`config.mk`:
```
export PLATFORM = sky130hd
export DESIGN_NAME = smbus_sensor_slave
export DESIGN_NICKNAME = d
export VERILOG_FILES = /design/src/verilog/smbus_sensor_pkg.sv /design/src/verilog/smbus_sensor_slave.sv
export SDC_FILE = /design/constraint.sdc
export NUM_CORES = 1
export LEC_CHECK = 0
export BUFFER_PORTS_ARGS = -buffer_cell sky130_fd_sc_hd__buf_2
export CAP_MARGIN = 25
export CORE_MARGIN = 4
export CORE_UTILIZATION = 50
export DETAILED_ROUTE_END_ITERATION = 7
export GPL_TIMING_DRIVEN = 1
export PLACE_DENSITY = 0.67
export SLEW_MARGIN = 20
export SYNTH_ARGS = -nofsm -noshare
export SYNTH_HDL_FRONTEND = slang
export SYNTH_SLANG_ARGS = --single-unit
export TNS_END_PERCENT = 5
```
`constraint.sdc`:
```
create_clock -name mclk -period 3.65 [get_ports mclk]
set_input_delay 0 -clock mclk [delete_from_list [all_inputs] [get_ports mclk]]
set_output_delay 0 -clock mclk [all_outputs]
set_load 0.02 [all_outputs]
```
`src/verilog/smbus_sensor_pkg.sv`:
```
// Purpose: constants for the sensor two-wire slave and conversion control
// Assumes: 100 MHz core clock
// Notes: pin levels are filtered in the core clock domain
// Functional notes
// - setting shutdown_bit stops conversions immediately, aborting any in progress
// - with shutdown_bit clear, conversions run back to back
// - in shutdown, a write to pointer 0Fh runs one conversion, then shutdown
// - the one-shot data byte is dropped, never stored
// - slave only; every byte shifts most significant bit first
// - matching address is acknowledged by pulling SDA low on clock nine
// - SDA fall with SCL high is START, SDA rise with SCL high is STOP
// - one fixed seven-bit address, chosen by variant, plus direction bit
// - first byte of every write to the own address loads the register pointer
// - reads use the last written pointer, which persists until rewritten or cleared by software reset
// - without valid supply, skip conversions and keep the last result
// - a line low 32 ms inside a frame resets the interface
// - fast-mode to 400 kHz and high-speed to 2.5 MHz
// - master code 00001xxx is not acknowledged and selects high-speed filters
// - high-speed filtering lasts over restarts and ends at STOP
// - general call acknowledged; second byte 06h resets registers and alarms
// - other general call second bytes change nothing
// - alert-response read acknowledged while alert active, replies own address
// - reply last bit high for high limit, low for low limit
// - after the reply, the alert mask bit is set
// - lost arbitration in the reply leaves alert state untouched
package smbus_sensor_pkg;
   // slave addresses and special bus codes
   localparam logic [6:0] ADDR_A = 7'h4C;
   localparam logic [6:0] ADDR_B = 7'h4D;
   localparam logic [7:0] GCALL_ADDR = 8'h00;
   localparam logic [7:0] GCALL_RESET = 8'h06;
   localparam logic [7:0] ALERT_RESP = 8'h19;
   localparam logic [4:0] HS_CODE = 5'h01;
   // register pointers
   localparam logic [7:0] PTR_LOCAL = 8'h00;
   localparam logic [7:0] PTR_REMOTE = 8'h01;
   localparam logic [7:0] PTR_STATUS = 8'h02;
   localparam logic [7:0] PTR_CFG_RD = 8'h03;
   localparam logic [7:0] PTR_CFG_WR = 8'h09;
   localparam logic [7:0] PTR_ONE_SHOT = 8'h0F;
   localparam logic [7:0] PTR_SW_RESET = 8'hFC;
   // field positions and reset values
   localparam int CFG_MASK_BIT = 7;
   localparam int CFG_SHUTDOWN_BIT = 6;
   localparam int STAT_BUSY_BIT = 7;
   localparam logic [7:0] CFG_RST = 8'h00;
   localparam logic [7:0] PTR_RST = 8'h00;
   localparam logic [7:0] TEMP_RST = 8'h00;
   // line filter spans in cycles
   localparam logic [2:0] FILT_FAST = 3'h4;
   localparam logic [2:0] FILT_HS = 3'h1;
   // times and derived counts
   localparam int CLK_MHZ = 100;
   localparam int TIMEOUT_MS = 32;
   localparam int TIMEOUT_CYC = TIMEOUT_MS * 1000 * CLK_MHZ;
   localparam int CONV_TIME_US = 100;
   localparam int CONV_CYC = CONV_TIME_US * CLK_MHZ;
   localparam int TO_W = 22;
   localparam int CV_W = 16;
endpackage

```
`src/verilog/smbus_sensor_slave.sv`:
```
// Purpose: two-wire slave, pointer registers and conversion sequencing
// Assumes: scl and sda are asynchronous pins; comparators run on mclk
// Notes: open-drain pins use output level plus active-low enable
`timescale 1ns/10ps
module smbus_sensor_slave #(
   parameter bit VARIANT_B = 1'b0,
   parameter int TIMEOUT_CYCLES = smbus_sensor_pkg::TIMEOUT_CYC,
   parameter int CONV_CYCLES = smbus_sensor_pkg::CONV_CYC
) (
   // clock and reset
   input wire logic mclk,
   input wire logic rst_n,
   // bus pins
   input wire logic scl_i,
   input wire logic sda_i,
   output logic sda_o,
   output logic sda_oe_n,
   // alarm pins
   output logic alert_o,
   output logic alert_oe_n,
   output logic overtemp_trip_out_n,
   output logic overtemp_trip_oe_n,
   // measurement side
   input wire logic supply_ok,
   input wire logic [7:0] local_meas,
   input wire logic [7:0] remote_meas,
   input wire logic alert_cond,
   input wire logic alert_high,
   input wire logic overtemp_cond,
   output logic conv_busy
);
   typedef enum logic [7:0] {
      ST_IDLE = 8'h01,
      ST_ADDR = 8'h02,
      ST_AACK = 8'h04,
      ST_WR = 8'h08,
      ST_WACK = 8'h10,
      ST_RD = 8'h20,
      ST_RACK = 8'h40,
      ST_IGN = 8'h80
   } bus_st_t;

   typedef struct packed {
      logic scl_m, scl_s, sda_m, sda_s;
      logic scl_f, sda_f, scl_p, sda_p;
      logic [2:0] scl_cnt, sda_cnt;
      logic hs;
      bus_st_t st;
      logic [3:0] bits;
      logic [7:0] sh;
      logic [7:0] tx;
      logic first, rd, gc, ara, nbyte, mack;
      logic in_xfer;
      logic [smbus_sensor_pkg::TO_W-1:0] to_cnt;
      logic [7:0] ptr, cfg, local_res, remote_res;
      logic conv_on, single, shot_req, hold;
      logic [smbus_sensor_pkg::CV_W-1:0] cv_cnt;
      logic sda_oe_n, alert_oe_n, trip_oe_n, pin_low;
   } state_t;

   state_t s;
   state_t n;
   logic rise, fall, start, stop, sw_rst, alert_on;
   logic [2:0] lim;
   logic [6:0] own;
   logic [7:0] rdb;

   assign own = VARIANT_B ? smbus_sensor_pkg::ADDR_B : smbus_sensor_pkg::ADDR_A;

   // all next-state logic
   always_comb begin
      n = s;
      sw_rst = 1'b0;
      // two-stage synchronisers
      n.scl_m = scl_i;
      n.scl_s = s.scl_m;
      n.sda_m = sda_i;
      n.sda_s = s.sda_m;
      // spike filters, span shortened in high-speed
      lim = s.hs ? smbus_sensor_pkg::FILT_HS : smbus_sensor_pkg::FILT_FAST;
      if (s.scl_s == s.scl_f) begin
         n.scl_cnt = 3'h0;
      end else if (s.scl_cnt >= lim) begin
         n.scl_f = s.scl_s;
         n.scl_cnt = 3'h0;
      end else begin
         n.scl_cnt = s.scl_cnt + 3'h1;
      end
      if (s.sda_s == s.sda_f) begin
         n.sda_cnt = 3'h0;
      end else if (s.sda_cnt >= lim) begin
         n.sda_f = s.sda_s;
         n.sda_cnt = 3'h0;
      end else begin
         n.sda_cnt = s.sda_cnt + 3'h1;
      end
      n.scl_p = s.scl_f;
      n.sda_p = s.sda_f;
      // bus events from filtered lines
      rise = s.scl_f & ~s.scl_p;
      fall = ~s.scl_f & s.scl_p;
      start = s.scl_f & s.scl_p & s.sda_p & ~s.sda_f;
      stop = s.scl_f & s.scl_p & ~s.sda_p & s.sda_f;
      alert_on = ~s.alert_oe_n;

      // read data selected by the held pointer
      case (s.ptr)
         smbus_sensor_pkg::PTR_LOCAL: rdb = s.local_res;
         smbus_sensor_pkg::PTR_REMOTE: rdb = s.remote_res;
         smbus_sensor_pkg::PTR_STATUS: begin
            rdb = 8'h00;
            rdb[smbus_sensor_pkg::STAT_BUSY_BIT] = s.conv_on;
         end
         smbus_sensor_pkg::PTR_CFG_RD: rdb = s.cfg;
         default: rdb = 8'h00;
      endcase
      if (s.ara) begin
         rdb = {own, alert_high};
      end

      // conversion sequencing
      if (s.conv_on) begin
         if (s.cfg[smbus_sensor_pkg::CFG_SHUTDOWN_BIT] & ~s.single) begin
            n.conv_on = 1'b0;
         end else if (s.cv_cnt == smbus_sensor_pkg::CV_W'(CONV_CYCLES - 1)) begin
            n.conv_on = 1'b0;
            n.single = 1'b0;
            n.hold = 1'b0;
            if (supply_ok) begin
               n.local_res = local_meas;
               n.remote_res = remote_meas;
            end
         end else begin
            n.cv_cnt = s.cv_cnt + smbus_sensor_pkg::CV_W'(1);
         end
      end else if (supply_ok & ~s.cfg[smbus_sensor_pkg::CFG_SHUTDOWN_BIT]) begin
         n.conv_on = 1'b1;
         n.cv_cnt = '0;
      end else if (supply_ok & s.shot_req) begin
         n.conv_on = 1'b1;
         n.single = 1'b1;
         n.shot_req = 1'b0;
         n.cv_cnt = '0;
      end
      if (~s.cfg[smbus_sensor_pkg::CFG_SHUTDOWN_BIT] | ~supply_ok) begin
         n.shot_req = 1'b0;
      end

      // frame timeout counter
      if (s.in_xfer & (~s.scl_f | ~s.sda_f)) begin
         n.to_cnt = s.to_cnt + smbus_sensor_pkg::TO_W'(1);
      end else begin
         n.to_cnt = '0;
      end

      // bus protocol
      if (start) begin
         n.in_xfer = 1'b1;
         n.st = ST_ADDR;
         n.first = 1'b1;
         n.bits = 4'h0;
         n.sda_oe_n = 1'b1;
         n.to_cnt = '0;
      end else if (stop) begin
         n.in_xfer = 1'b0;
         n.hs = 1'b0;
         n.st = ST_IDLE;
         n.sda_oe_n = 1'b1;
      end else if (s.to_cnt == smbus_sensor_pkg::TO_W'(TIMEOUT_CYCLES - 1)) begin
         n.in_xfer = 1'b0;
         n.st = ST_IDLE;
         n.sda_oe_n = 1'b1;
         n.to_cnt = '0;
      end else begin
         case (s.st)
            ST_ADDR, ST_WR: begin
               if (rise) begin
                  n.sh = {s.sh[6:0], s.sda_f};
                  n.bits = s.bits + 4'h1;
               end else if (fall & (s.bits == 4'h8)) begin
                  n.bits = 4'h0;
                  if (s.st == ST_ADDR) begin
                     n.first = 1'b0;
                     n.nbyte = 1'b0;
                     n.gc = 1'b0;
                     n.ara = 1'b0;
                     n.rd = s.sh[0];
                     n.st = ST_AACK;
                     n.sda_oe_n = 1'b0;
                     if (s.first & (s.sh[7:3] == smbus_sensor_pkg::HS_CODE)) begin
                        n.hs = 1'b1;
                        n.st = ST_IGN;
                        n.sda_oe_n = 1'b1;
                     end else if (s.sh == smbus_sensor_pkg::GCALL_ADDR) begin
                        n.gc = 1'b1;
                     end else if ((s.sh == smbus_sensor_pkg::ALERT_RESP) & alert_on) begin
                        n.ara = 1'b1;
                     end else if (s.sh[7:1] != own) begin
                        n.st = ST_IGN;
                        n.sda_oe_n = 1'b1;
                     end
                  end else begin
                     n.st = ST_WACK;
                     n.sda_oe_n = 1'b0;
                     n.nbyte = 1'b1;
                     if (s.gc) begin
                        if (~s.nbyte & (s.sh == smbus_sensor_pkg::GCALL_RESET)) begin
                           sw_rst = 1'b1;
                        end
                     end else if (~s.nbyte) begin
                        n.ptr = s.sh;
                     end else begin
                        case (s.ptr)
                           smbus_sensor_pkg::PTR_CFG_WR: n.cfg = s.sh;
                           smbus_sensor_pkg::PTR_ONE_SHOT: begin
                              // data byte itself is dropped
                              n.shot_req = s.cfg[smbus_sensor_pkg::CFG_SHUTDOWN_BIT];
                           end
                           smbus_sensor_pkg::PTR_SW_RESET: sw_rst = 1'b1;
                           default: n.st = ST_WACK;
                        endcase
                     end
                  end
               end
            end
            ST_AACK: begin
               if (fall) begin
                  if (s.rd) begin
                     n.st = ST_RD;
                     n.sda_oe_n = rdb[7];
                     n.tx = {rdb[6:0], 1'b0};
                     n.bits = 4'h1;
                  end else if (s.ara) begin
                     n.st = ST_IGN; // write-direction alert response
                     n.sda_oe_n = 1'b1;
                  end else begin
                     n.st = ST_WR;
                     n.sda_oe_n = 1'b1;
                  end
               end
            end
            ST_WACK: begin
               if (fall) begin
                  n.st = ST_WR;
                  n.sda_oe_n = 1'b1;
               end
            end
            ST_RD: begin
               if (rise & s.ara & s.sda_oe_n & ~s.sda_f) begin
                  n.st = ST_IGN;
                  n.ara = 1'b0;
               end else if (fall) begin
                  if (s.bits == 4'h8) begin
                     n.st = ST_RACK;
                     n.sda_oe_n = 1'b1;
                     n.bits = 4'h0;
                     if (s.ara) begin
                        n.cfg[smbus_sensor_pkg::CFG_MASK_BIT] = 1'b1;
                     end
                  end else begin
                     n.sda_oe_n = s.tx[7];
                     n.tx = {s.tx[6:0], 1'b0};
                     n.bits = s.bits + 4'h1;
                  end
               end
            end
            ST_RACK: begin
               if (rise) begin
                  n.mack = ~s.sda_f;
               end else if (fall) begin
                  if (s.mack & ~s.ara) begin
                     n.st = ST_RD;
                     n.sda_oe_n = rdb[7];
                     n.tx = {rdb[6:0], 1'b0};
                     n.bits = 4'h1;
                  end else begin
                     n.st = ST_IGN;
                  end
               end
            end
            ST_IDLE, ST_IGN: n.sda_oe_n = 1'b1;
            default: begin
               n.st = ST_IDLE;
               n.sda_oe_n = 1'b1;
            end
         endcase
      end

      // software reset restores registers, aborts and quiets alarms
      if (sw_rst) begin
         n.cfg = smbus_sensor_pkg::CFG_RST;
         n.ptr = smbus_sensor_pkg::PTR_RST;
         n.local_res = smbus_sensor_pkg::TEMP_RST;
         n.remote_res = smbus_sensor_pkg::TEMP_RST;
         n.conv_on = 1'b0;
         n.single = 1'b0;
         n.shot_req = 1'b0;
         n.hold = 1'b1;
      end

      // alarm drive; hold releases both until a fresh result exists
      n.alert_oe_n = ~(alert_cond & ~n.cfg[smbus_sensor_pkg::CFG_MASK_BIT] & ~n.hold);
      n.trip_oe_n = ~(overtemp_cond & ~n.hold);
      if (s.ara & (s.st == ST_RD)) begin
         n.alert_oe_n = s.alert_oe_n; // keep alert asserted during arbitration
      end
      n.pin_low = 1'b0;
   end

   // single state register; async reset loads constants only
   always_ff @(posedge mclk or negedge rst_n) begin
      if (!rst_n) begin
         s <= '0;
         s.scl_m <= 1'b1;
         s.scl_s <= 1'b1;
         s.sda_m <= 1'b1;
         s.sda_s <= 1'b1;
         s.scl_f <= 1'b1;
         s.sda_f <= 1'b1;
         s.scl_p <= 1'b1;
         s.sda_p <= 1'b1;
         s.st <= ST_IDLE;
         s.cfg <= smbus_sensor_pkg::CFG_RST;
         s.ptr <= smbus_sensor_pkg::PTR_RST;
         s.sda_oe_n <= 1'b1;
         s.alert_oe_n <= 1'b1;
         s.trip_oe_n <= 1'b1;
      end else begin
         s <= n;
      end
   end

   // outputs taken straight from the state register
   assign sda_o = s.pin_low;
   assign sda_oe_n = s.sda_oe_n;
   assign alert_o = s.pin_low;
   assign alert_oe_n = s.alert_oe_n;
   assign overtemp_trip_out_n = s.pin_low;
   assign overtemp_trip_oe_n = s.trip_oe_n;
   assign conv_busy = s.conv_on;
endmodule

```
Word level (Yosys, flattened, before mapping)
Cells that the tools add are included.
{"block": "totals", "out_inout_bits": 7, "register_bits": 127, "input_bits": 24}
{"block": "classes", "n_addsub": 5, "n_mux": 148, "n_reduce_logical": 42, "eq_ne": 73, "n_bitwise": 45, "n_lt_le_gt_ge": 2}
{"cell": "$mux W8", "n": 27}
{"cell": "$mux W16", "n": 13}
{"cell": "$mux W1", "n": 65}
{"cell": "$mux W12", "n": 5}
{"cell": "$mux W26", "n": 2}
{"cell": "$pmux W8 S6", "n": 1}
{"cell": "$mux W23", "n": 2}
{"cell": "$ne A5 B5 Y1 const B", "n": 9}
{"cell": "$ne A2 B2 Y1 const B", "n": 20}
{"cell": "$mux W38", "n": 1}
{"cell": "$mux W36", "n": 1}
{"cell": "$pmux W8 S4", "n": 1}
{"cell": "$reduce_bool A2 Y1", "n": 15}
{"cell": "$ne A3 B3 Y1 const B", "n": 9}
{"cell": "$reduce_and A9 Y1", "n": 3}
{"cell": "$eq A8 B2 Y1 const B", "n": 3}
{"cell": "$eq A8 B4 Y1 const B", "n": 3}
{"cell": "$mux W4", "n": 6}
{"cell": "$pmux W8 S3", "n": 1}
{"cell": "$and A1 B1 Y1", "n": 23}
{"cell": "$add A22 B1 Y22 const B", "n": 1}
{"cell": "$eq A22 B22 Y1 const B", "n": 1}
{"cell": "$mux W22", "n": 1}
{"cell": "$mux W3", "n": 7}
{"cell": "other kinds (45)", "n": 95}

Logic depth before layout (Yosys ltp)
{"block": "depth", "ltp_word": 20, "ltp_mapped": 9, "mapped_depth_nobuf": 8}

Least setup slack after synthesis
OpenSTA, ideal clock, no wires.
{"block": "synth_timing", "path_type": "reg-to-reg", "startpoint": "register s, in the netlist n[120]", "endpoint": "register s[86] (netlist bit)", "slack_ps": 1419, "synth_period_minus_slack_ps": 2231, "path_buffers": 2, "t_arrival_ps": 2104, "setup_ps": 128, "stages_incl_launch_ff": 8, "path_cell_list": "dfstp_2 clkbuf_1 nand4b_1 o21ai_0 nor2_1 and4_1 buf_2 mux2_1"}
{"block": "synth_between", "elab_chain_cells": 4, "elab_cells_between_ends": 8, "cone_classes": "eq/ne (1); bitwise (6); reduce/logical (1)"}
{"element": "start, declared", "line_no": "smbus_sensor_slave.sv:61", "rtl": "state_t s;"}
{"element": "start signal, assigned", "line_no": "smbus_sensor_slave.sv:329", "rtl": "s <= n;"}
{"element": "$not A1 Y1", "line_no": "smbus_sensor_slave.sv:102, smbus_sensor_slave.sv:249"}
{"element": "$and A1 B1 Y1, on equally long branches", "line_no": "smbus_sensor_slave.sv:249, smbus_sensor_slave.sv:102"}
{"element": "$ne A2 B2 Y1 (no source line) or $not A1 Y1 (tied branches)"}
{"element": "$reduce_and A12 Y1 (no source line) *"}
Mark *: on every way between the ends. The rest lies on a longest branch, timed or not.
A chain may end at the register's enable or synchronous reset.

Final worst setup path
{"block": "layout_timing", "startpoint": "register s[56] (netlist bit)", "endpoint": "register s[81] (netlist bit)"}
{"block": "layout_between", "elab_chain_cells": 3}
{"element": "$eq A22 B22 Y1", "line_no": "smbus_sensor_slave.sv:169", "rtl": "end else if (s.to_cnt == smbus_sensor_pkg::TO_W'(TIMEOUT_CYCLES - 1)) begin"}
{"element": "$not A1 Y1 (no source line)"}
{"element": "$reduce_and A8 Y1 (no source line)"}
Every way passes these cells.

==> impl_summary.log <==
INFO  metric run_status = finished clean
INFO  metric fin_hold_ws = 190.1 ps
INFO  metric routed_wl = roughly 15000 um
INFO  metric cts-htree-levels = 4
INFO  metric final-setup-viol-count = 0
INFO  metric timing.critical_path.cells = ha_1 > and2_1 > nand4_1 > o211ai_1 > buf_4 > nor3_1 > nand4b_1 > o31ai_1
INFO  metric seq_total_area_yosys = 0.4855
INFO  metric numPortBuffers = 27
INFO  metric power.density = 553.0 mW/mm2
INFO  metric fillCellCount = 1107
INFO  metric layout_commonest_cell = dfrtp_1
INFO  metric critPathLaunchType = flip-flop
INFO  metric dp.final_hpwl = approximately 9800 um
INFO  metric antenna_violations_before_repair = 0
INFO  metric max_vdd_drop = 0.3660 mV
INFO  metric worst_clock_skew = 8.302 ps
INFO  metric route.detailed.drc = 0
INFO  metric insertion_delay = about 420 ps
INFO  metric power.net_switching = 1.324 mW
INFO  metric seqPwrFrac = 0.414
INFO  metric drt_pre_antenna_iters = 5
INFO  metric timing.final.ws_setup = roughly 950 ps
INFO  metric placement_rows = 41
INFO  metric cts_tree = built
INFO  metric grt_usage = 0.2108
INFO  metric largest_buffer_count_on_any_clock_path = 2
INFO  metric internal_power = just under 3 mW
INFO  metric switching_share = 0.3141
INFO  metric period_needed = between 2000 and 3000 ps
INFO  metric post_syn_instances = about 660
INFO  metric maxSlewHeadroom = 0.3718
INFO  metric mostFrequentLayoutCells = 114 x dfrtp_1, 84 x nor2_1, 53 x nand2_1, 32 x nand3_1, 32 x o21ai_0
INFO  metric wl_per_cell = 16.59 um
INFO  metric setup.reg_to_reg.worst_slack = 950 ps
INFO  metric grt_pass1_vias = 5105
INFO  metric hold_violation_count_in_the_final_report = 0
INFO  metric power.leakage = 3.341 nW
INFO  metric achievable-frequency = roughly 0.37 GHz
INFO  metric ctsResizeCount = 0
INFO  metric synthToLayoutAreaGrowth = 16.78%
INFO  metric report.power.total = 4.214 mW
INFO  metric clockPowerShare = 0.386
INFO  metric first_iter_violations = about 560
INFO  metric regToRegStartpoint = s[56]
INFO  metric slew_violations = 0
INFO  metric place_ws = around 900 ps
INFO  metric r2r.worst_path.cells = 8
INFO  metric root_buffer = clkbuf_16
INFO  metric worst_path_max_delay_cell = nor3_1
INFO  metric hold_path.class = primary input to async pin
INFO  metric grt.overflow.total = 0
INFO  metric viasPerCell = just under 6
INFO  metric yosysWarningCount = 0
INFO  metric layout-drive-gt1-share = 0.1335
INFO  metric timing.critical_path.to_type = flip-flop
INFO  metric cell_area_after_synthesis = 0.006525 mm2
INFO  metric cp_slowest_stage_delay = 470 ps
INFO  metric cts.sinks = 126
INFO  metric floorplan.core_area = 0.01272 mm2
INFO  metric cp_data_required_time = roughly 4000 ps
INFO  metric postRouteAntennaNets = 0
INFO  metric pwr-share-comb = 0.200
INFO  metric top_level_ports = 31
INFO  metric grt_start_max_net_pins = 70
INFO  metric number_of_violations_of_the_max_capacitance_limit = 0
INFO  metric die_area = 0.01494 mm2
INFO  metric dominantRegCellSynth = dfrtp_1
INFO  metric count_of_distinct_cell_types_in_the_synthesized_netlist = 69
INFO  metric nets = 740
INFO  metric n_antenna_cell = 0
INFO  metric die_w = 122.2 um
INFO  metric clk_pin_slew = 60 ps
INFO  metric synth_area_per_cell = 9.901 um2
INFO  metric cts-buffers-inserted = 17
INFO  metric first_pass_grt_wire_length = 24900 um
INFO  metric worstMarginPinSlew = 942.4 ps
INFO  metric yosys_register_bits = roughly 130
INFO  metric arrival = 3030 ps
INFO  metric timing.critical_path.fanout_max = 7
INFO  metric terminus_of_the_critical_flop_to_flop_path = s[81]
INFO  metric post-route-period-util = 0.7403
INFO  metric rsz_0062_raised_after_global_routing = false
INFO  metric synth_enable_flop_cells = 0
INFO  metric route.vias.total = 5191
INFO  metric starting_utilization_of_the_core_area = 0.5129
INFO  metric synth-async-reset-ratio = 1.000
INFO  metric timing_worst_setup_path_type = flip-flop to flip-flop
INFO  metric die_y = 122.2 um
INFO  metric gpl.final_weighted_congestion = between 0.9 and 1
INFO  metric fin_tns_setup = 0 ps
-- layout make-up --
cell class / instances / area (um2) / share of cell area
Clock buffer: 20 / 466.7 / 0.06125
Sequential cell: 126 / 3168 / 0.4158
Tap cell: 172 / 215.2 / 0.02824
Inverter: 19 / 71.32 / 0.009360
Timing Repair Buffer: 57 / 432.9 / 0.05681
Clock inverter: 12 / 108.9 / 0.01429
Multi-Input combinational cell: 485 / 3157 / 0.4143
-- power by group through the flow --
stage                     logic (mW)  clock network, mW  registers, mW
after CTS                      0.833               1.65           1.74
after floorplan                0.635                  0           1.69
after detailed placement       0.801                  0           1.77
after global routing           0.946               1.72           1.77
final                          0.842               1.63           1.75
after global placement         0.775                  0           1.76
-- stage by stage --
step	utilization	instance area, um2	instances
after global placement	0.5350	6807	835
after floorplan	-	6533	661
after CTS	0.5983	7612	890
final	0.5989	7620	891
after global routing	0.5989	7620	891
after detailed placement	0.5350	6807	835
-- per-layer routing --
| layer | up-vias | wire, um | GRT usage |
|---|---|---|---|
| li1 | 2452 | - | - |
| met1 | 2572 | 6737 | 0.2833 |
| met2 | 136 | 7019 | 0.3246 |
| met3 | 31 | 723 | 0.05714 |
| met4 | 0 | 306 | 0.08677 |
| met5 | - | 0 | 0 |
-- cells in the mapped netlist (6+ instances only) --
master,number,area (um2)
inv_1,19,71.32
xnor2_1,12,105.1
nor4_1,7,43.79
clkbuf_1,19,71.32
a31oi_1,10,62.56
mux2_1,12,135.1
nor2_1,84,315.3
o21ai_0,32,160.2
dfstp_2,12,315.3
mux2_2,7,78.83
nand2_1,53,198.9
and2_1,10,62.56
mux2i_1,27,270.3
nor3_1,13,65.06
a22o_1,19,166.4
and3_1,9,56.30
nand3_1,32,160.2
xor2_1,20,175.2
o31ai_1,10,75.07
o21ai_1,6,30.03
a21oi_1,17,85.08
ha_1,10,125.1
nor2b_1,7,43.79
nand4_1,12,75.07
buf_2,7,35.03
dfrtp_1,114,2853
-- timing repair --
item / CTS / global route
hold buffers: 23 / 0
setup buffers: 0 / 0
endpoints found under the hold margin: 76 / 0
-- worst max-delay path by stage --
| stage | startpoint | to | depth (start not counted) |
|---|---|---|---|
| floorplan | n[120] | s[86] | 7 |
| global placement | s[56] | s[113] | 7 |
| detailed placement | s[56] | s[81] | 7 |
| CTS | s[56] | s[81] | 7 |
| global route | s[56] | s[81] | 8 |
| finish | s[56] | s[81] | 8 |
-- registers in the layout, summed over array words and instances (netlist names) --
| register | count |
|---|---|
| n | 4 |
| alert_oe_n | 1 |
| conv_busy | 1 |
| overtemp_trip_oe_n | 1 |
| s | 118 |
| sda_oe_n | 1 |
-- cells by family (layout without fill, tap and decap cells) --
group	after synthesis	after routing	share of synthesized area
XOR/XNOR	32	32	0.04295
AO/OA/AOI/OAI	121	121	0.1260
multiplexers	47	47	0.07766
flip-flops	126	126	0.4855
buffers and inverters	50	108	0.03183
other	1	3	0.0005747
adder cells (fa/ha/maj)	10	10	0.01918
AND/OR/NAND/NOR	272	272	0.2163
-- critical path: cells and delay by family (launching register included) --
family	cells	cell delay, ps
compound gates	2	580
simple gates	4	1110
fa+ha+maj	1	240
flops	1	390
buf+inv	1	280
No activity file was read; power rests on OpenSTA's default activity.
